**src/include/fdc_cmd_pkg.sv**
```systemverilog
// register map, opcodes and carrier types of the disk command phase decoder
// assumes a 32-bit APB master and drive-side logic on the same clock
package fdc_cmd_pkg;
	localparam logic [7:0] OFS_DATA = 8'h00;
	localparam logic [7:0] OFS_PHASE = 8'h04;
	localparam logic [7:0] OFS_IRQ_STAT = 8'h08;
	localparam logic [7:0] OFS_IRQ_MASK = 8'h0C;
	localparam logic [7:0] OFS_ID = 8'h10;
	localparam int unsigned IRQ_W = 4;
	localparam logic [3:0] IRQ_MASK_RST = 4'h0;
	localparam int unsigned IRQ_START = 0;
	localparam int unsigned IRQ_RESULT = 1;
	localparam int unsigned IRQ_REFUSED = 2;
	localparam int unsigned IRQ_BAD_SEL = 3;
	localparam logic [7:0] OP_VERSION = 8'h10;
	localparam logic [7:0] VERSION_REPLY = 8'h90;
	localparam logic [7:0] INVALID_ST0 = 8'h80;
	localparam logic [7:0] DENSITY_IGNORE = 8'hBF;
	localparam logic [7:0] OP_READ_ID = 8'h0A;
	localparam logic [7:0] OP_FORMAT = 8'h0D;
	localparam logic [4:0] LOW_VERIFY = 5'h16;
	localparam logic [5:0] LOW_WRITE = 6'h05;
	localparam logic [5:0] LOW_WRITE_DEL = 6'h09;
	localparam logic [7:0] SEL_MASK = 8'hF8;
	localparam logic [7:0] SEL_MASK_EC = 8'h78;
	localparam logic [3:0] LEN_SECTOR = 4'h9;
	localparam logic [3:0] LEN_READ_ID = 4'h2;
	localparam logic [3:0] LEN_FORMAT = 4'h6;
	localparam logic [3:0] LEN_ONE = 4'h1;
	localparam logic [2:0] RES_LONG = 3'h7;
	localparam logic [2:0] RES_ONE = 3'h1;

	typedef enum logic [2:0] {K_INVALID, K_READ_ID, K_VERIFY, K_VERSION,
		K_WRITE, K_WRITE_DEL, K_FORMAT} cmd_kind_t;
	typedef enum logic [3:0] {PH_IDLE = 4'b0001, PH_CMD = 4'b0010,
		PH_EXEC = 4'b0100, PH_RES = 4'b1000} phase_t;

	typedef struct packed {
		logic sel;
		logic enable;
		logic write;
		logic [7:0] addr;
		logic [31:0] wdata;
	} apb_req_t;

	typedef struct packed {
		cmd_kind_t kind;
		logic multi_track_flag;
		logic double_density_flag;
		logic skip_deleted_flag;
		logic enable_count_flag;
		logic head_select;
		logic drive_select_high;
		logic drive_select_low;
		logic [7:0] cylinder;
		logic [7:0] head;
		logic [7:0] record;
		logic [7:0] size_code;
		logic [7:0] final_sector_number;
		logic [7:0] gap_length;
		logic [7:0] data_length;
		logic [7:0] sectors_per_cylinder;
		logic [7:0] filler_byte;
	} exec_req_t;

	typedef struct packed {
		logic [7:0] status_byte_zero;
		logic [7:0] status_byte_one;
		logic [7:0] status_byte_two;
		logic [7:0] cylinder;
		logic [7:0] head;
		logic [7:0] record;
		logic [7:0] size_code;
	} exec_res_t;

	function automatic cmd_kind_t decode_kind(input logic [7:0] op);
		cmd_kind_t k;
		k = K_INVALID;
		if ((op & DENSITY_IGNORE) == OP_READ_ID)
			k = K_READ_ID;
		else if ((op & DENSITY_IGNORE) == OP_FORMAT)
			k = K_FORMAT;
		else if (op[4:0] == LOW_VERIFY)
			k = K_VERIFY;
		else if (op[5:0] == LOW_WRITE)
			k = K_WRITE;
		else if (op[5:0] == LOW_WRITE_DEL)
			k = K_WRITE_DEL;
		else if (op == OP_VERSION)
			k = K_VERSION;
		return k;
	endfunction : decode_kind

	function automatic logic [3:0] kind_len(input cmd_kind_t k);
		logic [3:0] n;
		n = LEN_ONE;
		if (k == K_READ_ID)
			n = LEN_READ_ID;
		else if (k == K_FORMAT)
			n = LEN_FORMAT;
		else if (k == K_VERIFY || k == K_WRITE || k == K_WRITE_DEL)
			n = LEN_SECTOR;
		return n;
	endfunction : kind_len

	function automatic logic is_mapped(input logic [7:0] a);
		return a == OFS_DATA || a == OFS_PHASE || a == OFS_IRQ_STAT ||
			a == OFS_IRQ_MASK || a == OFS_ID;
	endfunction : is_mapped
endpackage : fdc_cmd_pkg

```
**src/design/disk_command_phase_decoder.sv**
```systemverilog
// command, execution and result phases of a disk controller command set
// assumes APB from software and drive-side logic on CORE_CLK_I
// Notes on behaviour
// - read-id opcode then select; keep identifier
// - read-id result: three status then CHRN
// - verify moves no data with the host
// - version query answers one byte 90h
// - write data forwards host bytes to drive
// - write deleted forwards host bytes to drive
// - verify and write results: status then CHRN
// - format takes six bytes, sector IDs, seven results
`timescale 1ns/1ps
module disk_command_phase_decoder (
	input wire logic CORE_CLK_I,
	input wire logic ARST_N_I,
	input wire logic PSEL_I,
	input wire logic PENABLE_I,
	input wire logic PWRITE_I,
	input wire logic [7:0] PADDR_I,
	input wire logic [31:0] PWDATA_I,
	output logic [31:0] PRDATA_O,
	output logic PREADY_O,
	output logic PSLVERR_O,
	output logic IRQ_O,
	output logic EXEC_START_O,
	output fdc_cmd_pkg::exec_req_t EXEC_REQ_O,
	output logic [7:0] WR_DATA_O,
	output logic WR_VALID_O,
	input wire logic WR_READY_I,
	input wire logic EXEC_DONE_I,
	input wire fdc_cmd_pkg::exec_res_t EXEC_RES_I
);
	typedef struct packed {
		fdc_cmd_pkg::phase_t phase;
		fdc_cmd_pkg::cmd_kind_t kind;
		logic [8:0][7:0] cmd;
		logic [3:0] cnt;
		logic [3:0] need;
		logic [6:0][7:0] res;
		logic [2:0] res_len;
		logic [2:0] res_idx;
		logic [7:0] wr_data;
		logic wr_valid;
		logic start;
		logic [31:0] id;
	} core_state_t;

	core_state_t s_r;
	core_state_t s_nxt;
	fdc_cmd_pkg::apb_req_t req;
	fdc_cmd_pkg::cmd_kind_t new_kind;
	logic [3:0] new_len;
	logic [7:0] wbyte;
	logic [31:0] rdata;
	logic hold_ok;
	logic fire;
	logic wr_data_hit;
	logic rd_data_hit;
	logic rd_stat_hit;
	logic takes_data;
	logic [7:0] sel_mask;
	logic [3:0] irq_set;
	logic [3:0] irq_clr;
	logic [3:0] irq_status;
	logic [3:0] irq_mask;

	assign req.sel = PSEL_I;
	assign req.enable = PENABLE_I;
	assign req.write = PWRITE_I;
	assign req.addr = PADDR_I;
	assign req.wdata = PWDATA_I;
	assign wbyte = PWDATA_I[7:0];
	assign new_kind = fdc_cmd_pkg::decode_kind(wbyte);
	assign new_len = fdc_cmd_pkg::kind_len(new_kind);
	assign wr_data_hit = fire & PWRITE_I & (PADDR_I == fdc_cmd_pkg::OFS_DATA);
	assign rd_data_hit = fire & ~PWRITE_I & (PADDR_I == fdc_cmd_pkg::OFS_DATA);
	assign rd_stat_hit = fire & ~PWRITE_I &
		(PADDR_I == fdc_cmd_pkg::OFS_IRQ_STAT);
	// only bits actually returned are cleared; later events survive
	assign irq_clr = rd_stat_hit ? PRDATA_O[3:0] : 4'h0;
	// verify and read-id move nothing from the host during execution
	assign takes_data = (s_r.kind == fdc_cmd_pkg::K_WRITE) ||
		(s_r.kind == fdc_cmd_pkg::K_WRITE_DEL) ||
		(s_r.kind == fdc_cmd_pkg::K_FORMAT);
	// bit seven of the verify select byte is the count flag, not reserved
	assign sel_mask = (s_r.kind == fdc_cmd_pkg::K_VERIFY) ?
		fdc_cmd_pkg::SEL_MASK_EC : fdc_cmd_pkg::SEL_MASK;
	// a pending drive byte stalls the next data write on the bus
	assign hold_ok = ~(PWRITE_I && (PADDR_I == fdc_cmd_pkg::OFS_DATA) &&
		(s_r.phase == fdc_cmd_pkg::PH_EXEC) && s_r.wr_valid);

	fdc_apb_port u_port (
		.clk_i(CORE_CLK_I),
		.rst_n_i(ARST_N_I),
		.req_i(req),
		.hold_ok_i(hold_ok),
		.rdata_i(rdata),
		.prdata_o(PRDATA_O),
		.pready_o(PREADY_O),
		.pslverr_o(PSLVERR_O),
		.fire_o(fire)
	);

	fdc_irq #(
		.W(fdc_cmd_pkg::IRQ_W)
	) u_irq (
		.clk_i(CORE_CLK_I),
		.rst_n_i(ARST_N_I),
		.set_i(irq_set),
		.clr_i(irq_clr),
		.mask_we_i(fire & PWRITE_I & (PADDR_I == fdc_cmd_pkg::OFS_IRQ_MASK)),
		.mask_d_i(PWDATA_I[3:0]),
		.status_o(irq_status),
		.mask_o(irq_mask),
		.irq_o(IRQ_O)
	);

	always_comb
	begin
		if (PADDR_I == fdc_cmd_pkg::OFS_DATA)
			rdata = (s_r.phase == fdc_cmd_pkg::PH_RES) ?
				{24'h0, s_r.res[s_r.res_idx]} : 32'h0;
		else if (PADDR_I == fdc_cmd_pkg::OFS_PHASE)
			rdata = {24'h0, s_r.wr_valid, s_r.kind, s_r.phase};
		else if (PADDR_I == fdc_cmd_pkg::OFS_IRQ_STAT)
			rdata = {28'h0, irq_status};
		else if (PADDR_I == fdc_cmd_pkg::OFS_IRQ_MASK)
			rdata = {28'h0, irq_mask};
		else if (PADDR_I == fdc_cmd_pkg::OFS_ID)
			rdata = s_r.id;
		else
			rdata = 32'h0;
	end

	always_comb
	begin
		s_nxt = s_r;
		s_nxt.start = 1'b0;
		irq_set = 4'h0;
		if (s_r.wr_valid && WR_READY_I)
			s_nxt.wr_valid = 1'b0;
		case (s_r.phase)
		fdc_cmd_pkg::PH_IDLE:
			if (wr_data_hit)
			begin
				s_nxt.kind = new_kind;
				s_nxt.need = new_len;
				s_nxt.cmd = '0;
				s_nxt.cmd[0] = wbyte;
				s_nxt.cnt = 4'h1;
				s_nxt.res_idx = 3'h0;
				if (new_len == fdc_cmd_pkg::LEN_ONE)
				begin
					// one-byte commands skip straight to the result phase
					s_nxt.phase = fdc_cmd_pkg::PH_RES;
					s_nxt.res_len = fdc_cmd_pkg::RES_ONE;
					s_nxt.res[0] = (new_kind == fdc_cmd_pkg::K_VERSION) ?
						fdc_cmd_pkg::VERSION_REPLY :
						fdc_cmd_pkg::INVALID_ST0;
					irq_set[fdc_cmd_pkg::IRQ_RESULT] = 1'b1;
				end
				else
					s_nxt.phase = fdc_cmd_pkg::PH_CMD;
			end
		fdc_cmd_pkg::PH_CMD:
			if (wr_data_hit)
			begin
				s_nxt.cmd[s_r.cnt] = wbyte;
				s_nxt.cnt = s_r.cnt + 4'h1;
				if (s_r.cnt == 4'h1 && (wbyte & sel_mask) != 8'h00)
					irq_set[fdc_cmd_pkg::IRQ_BAD_SEL] = 1'b1;
				if (s_r.cnt + 4'h1 == s_r.need)
				begin
					s_nxt.phase = fdc_cmd_pkg::PH_EXEC;
					s_nxt.start = 1'b1;
					irq_set[fdc_cmd_pkg::IRQ_START] = 1'b1;
				end
			end
		fdc_cmd_pkg::PH_EXEC:
		begin
			if (wr_data_hit)
			begin
				if (takes_data)
				begin
					s_nxt.wr_data = wbyte;
					s_nxt.wr_valid = 1'b1;
				end
				else
					irq_set[fdc_cmd_pkg::IRQ_REFUSED] = 1'b1;
			end
			if (EXEC_DONE_I)
			begin
				// a byte not yet taken by the drive is dropped at the end
				s_nxt.wr_valid = 1'b0;
				s_nxt.phase = fdc_cmd_pkg::PH_RES;
				s_nxt.res_len = fdc_cmd_pkg::RES_LONG;
				s_nxt.res_idx = 3'h0;
				s_nxt.res[0] = EXEC_RES_I.status_byte_zero;
				s_nxt.res[1] = EXEC_RES_I.status_byte_one;
				s_nxt.res[2] = EXEC_RES_I.status_byte_two;
				s_nxt.res[3] = EXEC_RES_I.cylinder;
				s_nxt.res[4] = EXEC_RES_I.head;
				s_nxt.res[5] = EXEC_RES_I.record;
				s_nxt.res[6] = EXEC_RES_I.size_code;
				irq_set[fdc_cmd_pkg::IRQ_RESULT] = 1'b1;
				if (s_r.kind == fdc_cmd_pkg::K_READ_ID)
					s_nxt.id = {EXEC_RES_I.cylinder, EXEC_RES_I.head,
						EXEC_RES_I.record, EXEC_RES_I.size_code};
			end
		end
		fdc_cmd_pkg::PH_RES:
		begin
			if (wr_data_hit)
				irq_set[fdc_cmd_pkg::IRQ_REFUSED] = 1'b1;
			if (rd_data_hit)
			begin
				s_nxt.res_idx = s_r.res_idx + 3'h1;
				if (s_r.res_idx + 3'h1 == s_r.res_len)
					s_nxt.phase = fdc_cmd_pkg::PH_IDLE;
			end
		end
		default:
			s_nxt.phase = fdc_cmd_pkg::PH_IDLE;
		endcase
	end

	always_ff @(posedge CORE_CLK_I or negedge ARST_N_I)
	begin
		if (!ARST_N_I)
		begin
			s_r <= '0;
			s_r.phase <= fdc_cmd_pkg::PH_IDLE;
			s_r.kind <= fdc_cmd_pkg::K_INVALID;
		end
		else
			s_r <= s_nxt;
	end

	// drive-side view of the collected bytes
	always_comb
	begin
		EXEC_REQ_O = '0;
		EXEC_REQ_O.kind = s_r.kind;
		EXEC_REQ_O.multi_track_flag = s_r.cmd[0][7];
		EXEC_REQ_O.double_density_flag = s_r.cmd[0][6];
		EXEC_REQ_O.skip_deleted_flag = (s_r.kind == fdc_cmd_pkg::K_VERIFY) &
			s_r.cmd[0][5];
		EXEC_REQ_O.enable_count_flag = (s_r.kind == fdc_cmd_pkg::K_VERIFY) &
			s_r.cmd[1][7];
		EXEC_REQ_O.head_select = s_r.cmd[1][2];
		EXEC_REQ_O.drive_select_high = s_r.cmd[1][1];
		EXEC_REQ_O.drive_select_low = s_r.cmd[1][0];
		if (s_r.kind == fdc_cmd_pkg::K_FORMAT)
		begin
			EXEC_REQ_O.size_code = s_r.cmd[2];
			EXEC_REQ_O.sectors_per_cylinder = s_r.cmd[3];
			EXEC_REQ_O.gap_length = s_r.cmd[4];
			EXEC_REQ_O.filler_byte = s_r.cmd[5];
		end
		else
		begin
			EXEC_REQ_O.cylinder = s_r.cmd[2];
			EXEC_REQ_O.head = s_r.cmd[3];
			EXEC_REQ_O.record = s_r.cmd[4];
			EXEC_REQ_O.size_code = s_r.cmd[5];
			EXEC_REQ_O.final_sector_number = s_r.cmd[6];
			EXEC_REQ_O.gap_length = s_r.cmd[7];
			EXEC_REQ_O.data_length = s_r.cmd[8];
		end
	end

	assign EXEC_START_O = s_r.start;
	assign WR_DATA_O = s_r.wr_data;
	assign WR_VALID_O = s_r.wr_valid;
endmodule : disk_command_phase_decoder

```
**src/design/fdc_apb_port.sv**
```systemverilog
// APB slave handshake: one wait state, more while hold_ok_i is low, registered read data
// assumes the master holds the request until pready is seen
`timescale 1ns/1ps
module fdc_apb_port (
	input wire logic clk_i,
	input wire logic rst_n_i,
	input wire fdc_cmd_pkg::apb_req_t req_i,
	input wire logic hold_ok_i,
	input wire logic [31:0] rdata_i,
	output logic [31:0] prdata_o,
	output logic pready_o,
	output logic pslverr_o,
	output logic fire_o
);
	typedef struct packed {
		logic ready;
		logic [31:0] rdata;
	} port_state_t;
	port_state_t s_r;
	port_state_t s_nxt;

	// read data is caught one edge before completion so it comes from a flop
	always_comb
	begin
		s_nxt = s_r;
		s_nxt.ready = req_i.sel & req_i.enable & ~s_r.ready & hold_ok_i;
		if (s_nxt.ready)
			s_nxt.rdata = req_i.write ? 32'h0 : rdata_i;
	end

	always_ff @(posedge clk_i or negedge rst_n_i)
	begin
		if (!rst_n_i)
			s_r <= '0;
		else
			s_r <= s_nxt;
	end

	assign pready_o = s_r.ready;
	assign prdata_o = s_r.rdata;
	assign fire_o = req_i.sel & req_i.enable & s_r.ready;
	assign pslverr_o = s_r.ready & ~fdc_cmd_pkg::is_mapped(req_i.addr);
endmodule : fdc_apb_port

```
**src/design/fdc_irq.sv**
```systemverilog
// sticky event bits, mask and one level interrupt
// assumes clear bits are exactly those software has just read
`timescale 1ns/1ps
module fdc_irq #(
	parameter int unsigned W = 4
) (
	input wire logic clk_i,
	input wire logic rst_n_i,
	input wire logic [W-1:0] set_i,
	input wire logic [W-1:0] clr_i,
	input wire logic mask_we_i,
	input wire logic [W-1:0] mask_d_i,
	output logic [W-1:0] status_o,
	output logic [W-1:0] mask_o,
	output logic irq_o
);
	typedef struct packed {
		logic [W-1:0] status;
		logic [W-1:0] mask;
		logic irq;
	} irq_state_t;
	irq_state_t s_r;
	irq_state_t s_nxt;

	// set beats clear so an event during the read is kept
	always_comb
	begin
		s_nxt = s_r;
		s_nxt.status = (s_r.status & ~clr_i) | set_i;
		if (mask_we_i)
			s_nxt.mask = mask_d_i;
		s_nxt.irq = |(s_nxt.status & s_nxt.mask);
	end

	always_ff @(posedge clk_i or negedge rst_n_i)
	begin
		if (!rst_n_i)
		begin
			s_r.status <= '0;
			s_r.mask <= W'(fdc_cmd_pkg::IRQ_MASK_RST);
			s_r.irq <= 1'b0;
		end
		else
			s_r <= s_nxt;
	end

	assign status_o = s_r.status;
	assign mask_o = s_r.mask;
	assign irq_o = s_r.irq;
endmodule : fdc_irq

```
**config.mk**
```make
export PLATFORM = sky130hd
export DESIGN_NAME = disk_command_phase_decoder
export DESIGN_NICKNAME = d
export VERILOG_FILES = /design/src/include/fdc_cmd_pkg.sv /design/src/design/disk_command_phase_decoder.sv /design/src/design/fdc_apb_port.sv /design/src/design/fdc_irq.sv
export SDC_FILE = /design/constraint.sdc
export NUM_CORES = 1
export LEC_CHECK = 0
export BUFFER_PORTS_ARGS = -buffer_cell sky130_fd_sc_hd__buf_4
export CORE_ASPECT_RATIO = 2
export CORE_MARGIN = 5
export CORE_UTILIZATION = 55
export DETAILED_ROUTE_END_ITERATION = 6
export PLACE_DENSITY_LB_ADDON = 0.05
export SETUP_SLACK_MARGIN = 0.2
export SLEW_MARGIN = 20
export SYNTH_ARGS = -nofsm -noshare
export SYNTH_HDL_FRONTEND = slang
export SYNTH_SLANG_ARGS = --single-unit
```
**constraint.sdc**
```tcl
create_clock -name CORE_CLK_I -period 2.3 [get_ports CORE_CLK_I]
set_input_delay 0.115 -clock CORE_CLK_I [delete_from_list [all_inputs] [get_ports CORE_CLK_I]]
set_output_delay 0.115 -clock CORE_CLK_I [all_outputs]
set_load 0.005 [all_outputs]
```
# Word level (Yosys, flattened, before mapping)
# Cells that the tools add are included.
[totals]
latch_bits = 0
word_cells = 188
romBits = 0
ff_bits = 233
n_memories = 0
in_bits = 103
ramBits = 0
[op_classes]
bitwise = 22
reduce_logical = 28
order_cmp = 3
addsub = 2
mul = 0
shifts = 0
eq_ne = 36
n_div = 0
n_mux = 66
[op_table]
columns = ["operator", "n"]
rows = [
  ["two-way mux 32 bit", 6],
  ["case mux 76 bit (2 select lines)", 1],
  ["two-way mux 87 bit", 1],
  ["two-way mux 76 bit", 1],
  ["bitwise mux 72 bit", 1],
  ["two-way mux 8 bit", 8],
  ["two-way mux 4 bit", 11],
  ["demux 8 bit (select 4 bit)", 1],
  ["two-way mux 14 bit", 2],
  ["binary-select mux 8 bit (select 3 bit)", 1],
  ["two-way mux 24 bit", 1],
  ["case mux 11 bit (2 select lines)", 1],
  ["== test 3 bit (second input constant)", 6],
  ["two-way mux 3 bit", 6],
  ["two-way mux 1 bit", 17],
  ["== test 8 x 4 -> 1 bit (second input constant)", 2],
  ["== test 8 x 5 -> 1 bit (second input constant)", 2],
  ["two-way mux 16 bit", 1],
  ["case mux 4 bit (4 select lines)", 1],
  ["== test 7 x 4 -> 1 bit (second input constant)", 2],
  ["AND 1 bit", 13],
  ["== test 4 x 1 -> 1 bit (second input constant)", 3],
  ["inequality test 2 bit (second input constant)", 6],
  ["two-way mux 11 bit", 1],
  ["other kinds (37)", 62],
]

# Logic depth before layout (Yosys ltp)
# Gate-level depths: netlist of run 1.
[logic_depth]
word_depth = 20
mapped_depth = 9
ltp_nobuf = 8

# Modules after synthesis
# A second synthesis of run 1 with hierarchy kept.
[hier_totals]
hier_cells = 1054
area_unflattened_um2 = 11080.6
[modules_own_cells]
columns = ["mod", "instances", "cells_per_inst", "seq_area_each_um2", "area_per_inst_um2"]
rows = [
  ["disk_command_phase_decoder", 1, 917, 4530.6, 9081.2],
  ["fdc_apb_port", 1, 111, 825.8, 1641.6],
  ["fdc_irq", 1, 26, 225.2, 357.8],
]

# Least setup slack after synthesis of run 1
# Ideal clock, no wire load.
[synth_timing]
path_type = "reg2reg"
from = "reg s_r[108] (netlist name)"
to = "reg u_irq.s_r, in the netlist u_irq.irq_o"
t_arrival_ns = 1.838
path_buffers = 0
setup_time_ns = 0.124
stages_incl_launch_ff = 8
setup_slack_ns = 0.339
path_cell_list = "dfrtp_1 > ha_1 > xnor3_1 > nand3_1 > nor4_1 > a22oi_1 > a2bb2o_4 > a211o_1"
[synth_rtl]
columns = ["element", "line", "text"]
rows = [
  ["start: declaration", "disk_command_phase_decoder.sv:48", "core_state_t s_r;"],
  ["start signal: assignment", "disk_command_phase_decoder.sv:236", "s_r <= s_nxt;"],
  ["end signal: assignment", "fdc_irq.sv:44", "s_r <= s_nxt;"],
  ["end: declaration", "fdc_irq.sv:22", "irq_state_t s_r;"],
]

# Worst setup path in the final report of run 1
[layout_timing]
from = "reg s_r[187] (netlist name)"
to = "reg s_r[164] (netlist name)"
[layout_via]
elab_chain_cells = 3
word_cells_on_any_way = 7
[layout_rtl]
columns = ["element", "line", "text"]
rows = [
  ["== test 4 x 2 -> 1 bit / == test 4 x 1 -> 1 bit (equally long branches)", "disk_command_phase_decoder.sv:142", "case (s_r.phase)"],
  ["inequality test 2 bit (no line) / nonzero test 2 bit (equally long branches)", "n/a", ""],
  ["AND reduction 3 bit (no line)", "n/a", ""],
]
# Several ways; a longest one is shown, not always the timed one.
# A chain may end at the register's enable or synchronous reset.

==> impl_metrics.ini, run 1 <==
[route]
detail_route.wirelength_mm = 29.35
route.detailed.drc = 0
drt_first_iter_violations = 373
detailroute.via_count = 8529
vias_per_cell = 5.384
route.detailed.wl_per_inst_um = 18.53
ant_nets = 0
firstDrtPassIters = 5

[global_routing]
overflow = 0
grt_util_met2 = 0.5171
global_route_layer_with_the_greatest_usage = met2
grt_pass1_wl_mm = 46.64
maximum_number_of_pins_on_one_net_before_global_route_repair = 75
grt_usage = 0.2669
grtUsageMet1 = 0.2876
grt_antenna_before_repair = 0
number_of_global_route_vias_before_repair = 8879
grt.met3_usage = 0.03422

[clock_tree]
clkSlewWorstSetupHoldPaths_ps = 70
cts_inserted_buffers = 20
insertion_delay_of_the_later_clocked_pin_in_the_worst_skew_pair_ps = 500
cts_sinks = 223
clock_tree.htree_level_count = 1
cts_root_buffer = sky130_fd_sc_hd__clkbuf_16
tritoncts = built
clk_path_buf_depth = 3

[synthesis]
syn_area_per_cell_um2 = 9.916
synth_seq_area_share = 0.5320
synth_top_cell_by_area = sky130_fd_sc_hd__dfrtp_1
prevailing_post_synth_register_cell = sky130_fd_sc_hd__dfrtp_1
netlist.area_leader.share = 0.5295
synth-async-reset-ratio = 1.000
netlist_top_cells_area = sky130_fd_sc_hd__dfrtp_1 (53%), sky130_fd_sc_hd__nand2_1 (11%), sky130_fd_sc_hd__mux2_2 (4.6%), sky130_fd_sc_hd__a22o_1 (4.3%), sky130_fd_sc_hd__o21ai_0 (3.6%)
syn_area_um2 = 10490
synth_edf_count = 0
synth_cell_type_count = 66
synthesis.nets = 1166
synth-seq-cells = 223
yosysWarnings = 0
synth.cells.most_frequent = sky130_fd_sc_hd__nand2_1 (294), sky130_fd_sc_hd__dfrtp_1 (222), sky130_fd_sc_hd__o21ai_0 (76)
synthMostInstantiatedCell = sky130_fd_sc_hd__nand2_1
gate_count_of_the_mapped_netlist = 1058

[timing]
max-slew-margin-rel = 0.5710
max_freq_mhz = 503.8
hold_violations = 0
totalNegativeSetupSlack_ps = 0
finalSetupViolations = 0
final_clock_period_utilization_by_the_worst_path = 0.8631
period_minus_slack_ps = 1985
worst_pin_slew_ps = 642.0
fin_hold_ws_ps = 56.83
grt_setup_unrepaired = false
timing_max_transition_violations_final = 0
skew_ps = 15.83

[run]
cap_viol_max_count = 0

[floorplan]
die_area_um2 = 22100
initial_utilization = 0.5571
die_height_um = 205.3
core-area_um2 = 18830
placementRows = 71
chipWidth_um = 107.7
io-pin-count = 230

[place]
gp_congestion = 0.8782
place_inst = 1486
port_buffers = 205
place_hpwl_mm = 20.69

[layout]
final_core_util = 0.7280
cell_count_final_fillers_out = 1584
final_layout_size_suffix_gt1_frac = 0.2716
syn2layout_area_growth_pct = 30.69
antenna_cells_inserted = 0
num-nets-final = 1426

[power]
power.density_cell_area_nw_per_um2 = 554.9
power.leakage_nw = 6.919
ir_drop_mv = 0.5594

[critical_path]
critical_path.endpoint = s_r[164]$_DFFE_PN0P_
timing.critical_path.fanout_max = 13
rrSetupSlack_ps = 310
cp_data_required_time_ps = 2680
launching_instance_or_port_of_the_critical_path = s_r[187]$_DFFE_PN1P_
start_kind = register
worst-endpoint-arrival_ps = 2360
worst_setup_path_end_kind = register
reg2reg_to = s_r[164]$_DFFE_PN0P_
regToRegStartpoint = s_r[187]$_DFFE_PN1P_
r2r.worst_path.cells = 7
critical_path_class = reg2reg

[min_path]
min_delay_path_class = in2reg
min_delay_path_depth = 4

[outcome]
status = finished, final reports clean
-- where the power goes --
group          total [mW]  internal [mW]  leakage, nW  switching (mW)
clock network        3.19           1.74        0.295            1.46
logic               0.481          0.225         3.53           0.256
registers            3.93           3.93         3.10         0.00460
-- through the flow --
stage / area (um2) / worst slack (ps) / power (mW)
3_3_place_gp: 12420 / 137.4 / 4.397
2_1_floorplan: 10490 / 338.6 / 4.127
6_report: 13710 / 315.0 / 7.607
4_1_cts: 13670 / 225.7 / 7.678
5_1_grt: 13710 / 203.7 / 7.851
3_5_place_dp: 12420 / 107.1 / 4.400
-- sequential cells by signal, summed over array words and instances (netlist names), 4 cells and up --
name / cells
WR_DATA_O: 8
u_port.prdata_o: 32
s_r: 163
EXEC_REQ_O: 8
u_irq.mask_o: 4
u_irq.status_o: 4
-- area by class of cell --
class                           instances  area [um2]
Clock inverter                          5       31.28
Fill cell                            1483        5122
Clock buffer                           28       571.8
Sequential cell                       223        5582
Multi-Input combinational cell        736        4468
Timing Repair Buffer                  320        2675
Tap cell                              255       319.1
Inverter                               17       63.81
-- cells in the final DEF (no fill, tap or decap), drive strengths merged, types with 3 or more instances in the layout --
master | Yosys | layout
clkbuf | 48 | 28
a21boi | 3 | 3
o21ai | 78 | 78
clkinv | 0 | 3
ha | 5 | 5
buf | 34 | 257
nor4b | 3 | 3
nand2 | 295 | 295
dlygate4sd3 | 0 | 63
a32o | 8 | 8
or2 | 4 | 4
a21oi | 27 | 27
o211ai | 7 | 7
inv | 17 | 18
nand2b | 4 | 4
a2bb2oi | 4 | 4
mux2i | 16 | 16
xor2 | 3 | 3
dfrtp | 222 | 222
xnor2 | 4 | 4
nor2b | 5 | 5
and2 | 63 | 63
mux4 | 8 | 8
nand3 | 25 | 25
mux2 | 43 | 43
a31oi | 3 | 3
o31ai | 3 | 3
nor2 | 23 | 23
nor3b | 3 | 3
nor3 | 4 | 4
nor4 | 6 | 6
o22ai | 5 | 5
a22o | 52 | 52
and3 | 9 | 9
-- worst min-delay path by stage --
stage	startpoint	endpoint	slack [ps]
finish	PWDATA_I[0]	s_r[128]$_DFFE_PN0P_	60
global route	PWDATA_I[0]	s_r[136]$_DFFE_PN0P_	80
CTS	PWDATA_I[0]	s_r[128]$_DFFE_PN0P_	50
detailed placement	ARST_N_I	s_r[129]$_DFFE_PN0P_	110
global placement	ARST_N_I	s_r[129]$_DFFE_PN0P_	120
floorplan	ARST_N_I	EXEC_REQ_O[72]$_DFFE_PN0P_	-180
-- cells by family (layout without fill, tap and decap cells) --
logic type | Yosys count | after routing | synth area share
AOI/OAI and AO/OA | 199 | 199 | 0.1268
xor gates and xnor gates | 8 | 8 | 0.007990
adders and majority gates | 5 | 5 | 0.005963
buffers and inverters | 99 | 370 | 0.04615
DFF | 223 | 223 | 0.5320
muxes | 67 | 67 | 0.07859
and+or+nand+nor | 457 | 457 | 0.2025
-- metal layers --
| layer | part of all wire | routed length (um) |
|---|---|---|
| met5 | 0 | 0 |
| met4 | 0.039 | 1154 |
| met3 | 0.044 | 1298 |
| met2 | 0.57 | 16610 |
| met1 | 0.35 | 10280 |
-- worst max-delay path, cell delays in order (launching register included) --
cell and delay [ps]:
sky130_fd_sc_hd__dfstp_2 530, sky130_fd_sc_hd__buf_4 140, sky130_fd_sc_hd__nor2b_1 160, sky130_fd_sc_hd__and2_2 200, sky130_fd_sc_hd__nor3b_2 200, sky130_fd_sc_hd__buf_4 230
sky130_fd_sc_hd__a21oi_1 140, sky130_fd_sc_hd__a22o_1 270
-- repair_timing --
item	4_1_cts	5_1_grt
hold buffers	63	0
setup buffers	1	1
setup endpoints to repair	25	39
resized for setup	2	8
pin swaps	0	3
hold endpoints to repair	179	0
(Power assumes the default switching activity.)
==> run 2: changes to the inputs <==
--- a/config.mk
+++ b/config.mk
@@ -6,7 +6,6 @@
 export NUM_CORES = 1
 export LEC_CHECK = 0
 export BUFFER_PORTS_ARGS = -buffer_cell sky130_fd_sc_hd__buf_4
-export CORE_ASPECT_RATIO = 2
 export CORE_MARGIN = 5
 export CORE_UTILIZATION = 55
 export DETAILED_ROUTE_END_ITERATION = 6
==> run 2 against run 1 <==
Via count increased by 1.0%. Final area rose by 0.12%. Combinational power down 2%. Die area decreased by 0.76%. Register-to-register slack worse by 30 ps. Fmax down 3.7%. Hold slack better by 13 ps. Clock skew down 1.3 ps. Routed wire length decreased by 0.22%. Clock power rose by 20%. Worst setup slack worse by 77 ps.
==> impl_metrics.ini, run 2 (synthesis results as in run 1) <==
[outcome]
status = finished, final reports clean

[critical_path]
worst-endpoint-arrival_ps = 2450
worst_setup_path_end_kind = register
critical_path_class = in2reg
cp_data_required_time_ps = 2680
start_kind = primary input
timing.critical_path.fanout_max = 8

[timing]
hold_violations = 0
period_minus_slack_ps = 2062
final_clock_period_utilization_by_the_worst_path = 0.8966
finalSetupViolations = 0
totalNegativeSetupSlack_ps = 0
skew_ps = 14.48
max_freq_mhz = 484.9
max-slew-margin-rel = 0.5522
timing_max_transition_violations_final = 0
worst_pin_slew_ps = 665.6
grt_setup_unrepaired = false

[place]
gp_congestion = 0.8764
placement.cell_area_um2 = 12280
port_buffers = 205
place_hpwl_mm = 19.45

[floorplan]
initial_utilization = 0.5590
core-area_um2 = 18770
die_height_um = 148.1
io-pin-count = 230
chipWidth_um = 148.1
die_area_um2 = 21940
placementRows = 50

[layout]
largest_reg_flops = 163
filler_cell_count = 1357
largest-register = s_r
final_cell_mix = sky130_fd_sc_hd__nand2_1 (294), sky130_fd_sc_hd__buf_4 (238), sky130_fd_sc_hd__dfrtp_1 (221), sky130_fd_sc_hd__o21ai_0 (75), sky130_fd_sc_hd__dlygate4sd3_1 (66)
final_layout_size_suffix_gt1_frac = 0.2647
syn2layout_area_growth_pct = 30.84
fin_area_um2 = 13730
mostFrequentLayoutCell = sky130_fd_sc_hd__nand2_1
num-nets-final = 1420

[clock_tree]
tritoncts = built
cts_inserted_buffers = 23
cts_root_buffer = sky130_fd_sc_hd__clkbuf_16
post-cts-setup-buffer-count = 0
clk_path_buf_depth = 3
insertion_delay_of_the_later_clocked_pin_in_the_worst_skew_pair_ps = 510
clock_tree.htree_level_count = 1
clkSlewWorstSetupHoldPaths_ps = 60
cts_sinks = 223

[route]
route.detailed.wl_per_inst_um = 18.76
drt_first_iter_violations = 490
vias_per_cell = 5.518
detailroute.via_count = 8614
firstDrtPassIters = 5
detail_route.wirelength_mm = 29.28
ant_nets = 0
route.detailed.drc = 0

[min_path]
min_delay_path_class = in2reg

[power]
ir_drop_mv = 0.6824
power.leakage_nw = 6.950
power.density_cell_area_nw_per_um2 = 600.0

[global_routing]
grt_antenna_before_repair = 1
grt_pass1_wl_mm = 47.07
overflow = 0
grt_usage = 0.2633
maximum_number_of_pins_on_one_net_before_global_route_repair = 57
number_of_global_route_vias_before_repair = 8949

[run]
cap_viol_max_count = 0
[run 2: cell count changes in the layout (fill, tap and decap cells not counted), sizes merged]
cell,before,now
clkinv,3,0
diode,0,1
clkbuf,28,34
dlygate4sd3,63,66
inv,18,19
bufinv,0,3
clkinvlp,1,0
buf,257,245
[run 2: final cells by class]
type | count | area [um2] | area share
inverters | 17 | 63.81 | 0.004649
well taps | 234 | 292.8 | 0.02133
diodes | 1 | 2.502 | 0.0001823
repair buffers | 311 | 2574 | 0.1875
clock inverters | 5 | 110.1 | 0.008021
flip-flops and latches | 223 | 5583 | 0.4067
clock buffers | 34 | 656.9 | 0.04785
multi-input cells | 736 | 4444 | 0.3238
[run 2: power by group]
part | leakage [nW] | internal (mW) | switching, mW
Sequential | 3.10 | 3.93 | 0.0109
Clock | 0.373 | 2.31 | 1.51
Combinational | 3.48 | 0.224 | 0.246
Total | 6.95 | 6.47 | 1.77
[run 2: worst max-delay path, cell delays in order]
cell	delay, ps
sky130_fd_sc_hd__dlygate4sd3_1	520
sky130_fd_sc_hd__buf_4	170
sky130_fd_sc_hd__or4b_1	600
sky130_fd_sc_hd__o2bb2ai_1	250
sky130_fd_sc_hd__a21oi_1	80
sky130_fd_sc_hd__a21oi_1	250
sky130_fd_sc_hd__a21boi_0	160
sky130_fd_sc_hd__a211o_1	290
[run 2: routing by layer]
| metal | wire length [um] | track usage | part of all wire |
|---|---|---|---|
| met1 | 11930 | 0.3374 | 0.41 |
| met2 | 14630 | 0.4526 | 0.50 |
| met3 | 1777 | 0.05241 | 0.061 |
| met4 | 938 | 0.08637 | 0.032 |
| met5 | 0 | 0 | 0 |
[run 2: final timing paths]
check | cells past startpoint | from | slack (ps) | endpoint
max in group asynchronous | 3 | ARST_N_I | 1500 | s_r[20]$_DFFE_PN0P_
max | 8 | PWDATA_I[0] | 240 | u_irq.irq_o$_DFF_PN0_
min in group asynchronous | 2 | ARST_N_I | 120 | s_r[146]$_DFFE_PN0P_
min | 4 | PWDATA_I[5] | 70 | s_r[133]$_DFFE_PN0P_
min reg2reg | 2 | s_r[64]$_DFFE_PN0P_ | 470 | s_r[64]$_DFFE_PN0P_
max reg2reg | 7 | s_r[108]$_DFFE_PN0P_ | 280 | u_irq.irq_o$_DFF_PN0_
[run 2: repair_timing]
| action | 4_1_cts | 5_1_grt |
|---|---|---|
| hold buffers | 66 | 0 |
| endpoints found under the setup margin | 1 | 24 |
| resized for setup | 1 | 6 |
| hold endpoints to repair | 338 | 0 |
[run 2: per-stage QoR]
step	setup slack [ps]	hold slack (ps)	utilization	instances	power, mW
after floorplan	338.6	-180.6	-	1058	4.127
after global placement	170.2	50.06	0.6542	1455	4.385
after detailed placement	131.2	53.08	0.6542	1455	4.389
after CTS	202.6	45.85	0.7306	1560	8.281
after global routing	199.6	74.63	0.7314	1561	8.506
final	237.9	70.20	0.7314	1561	8.236
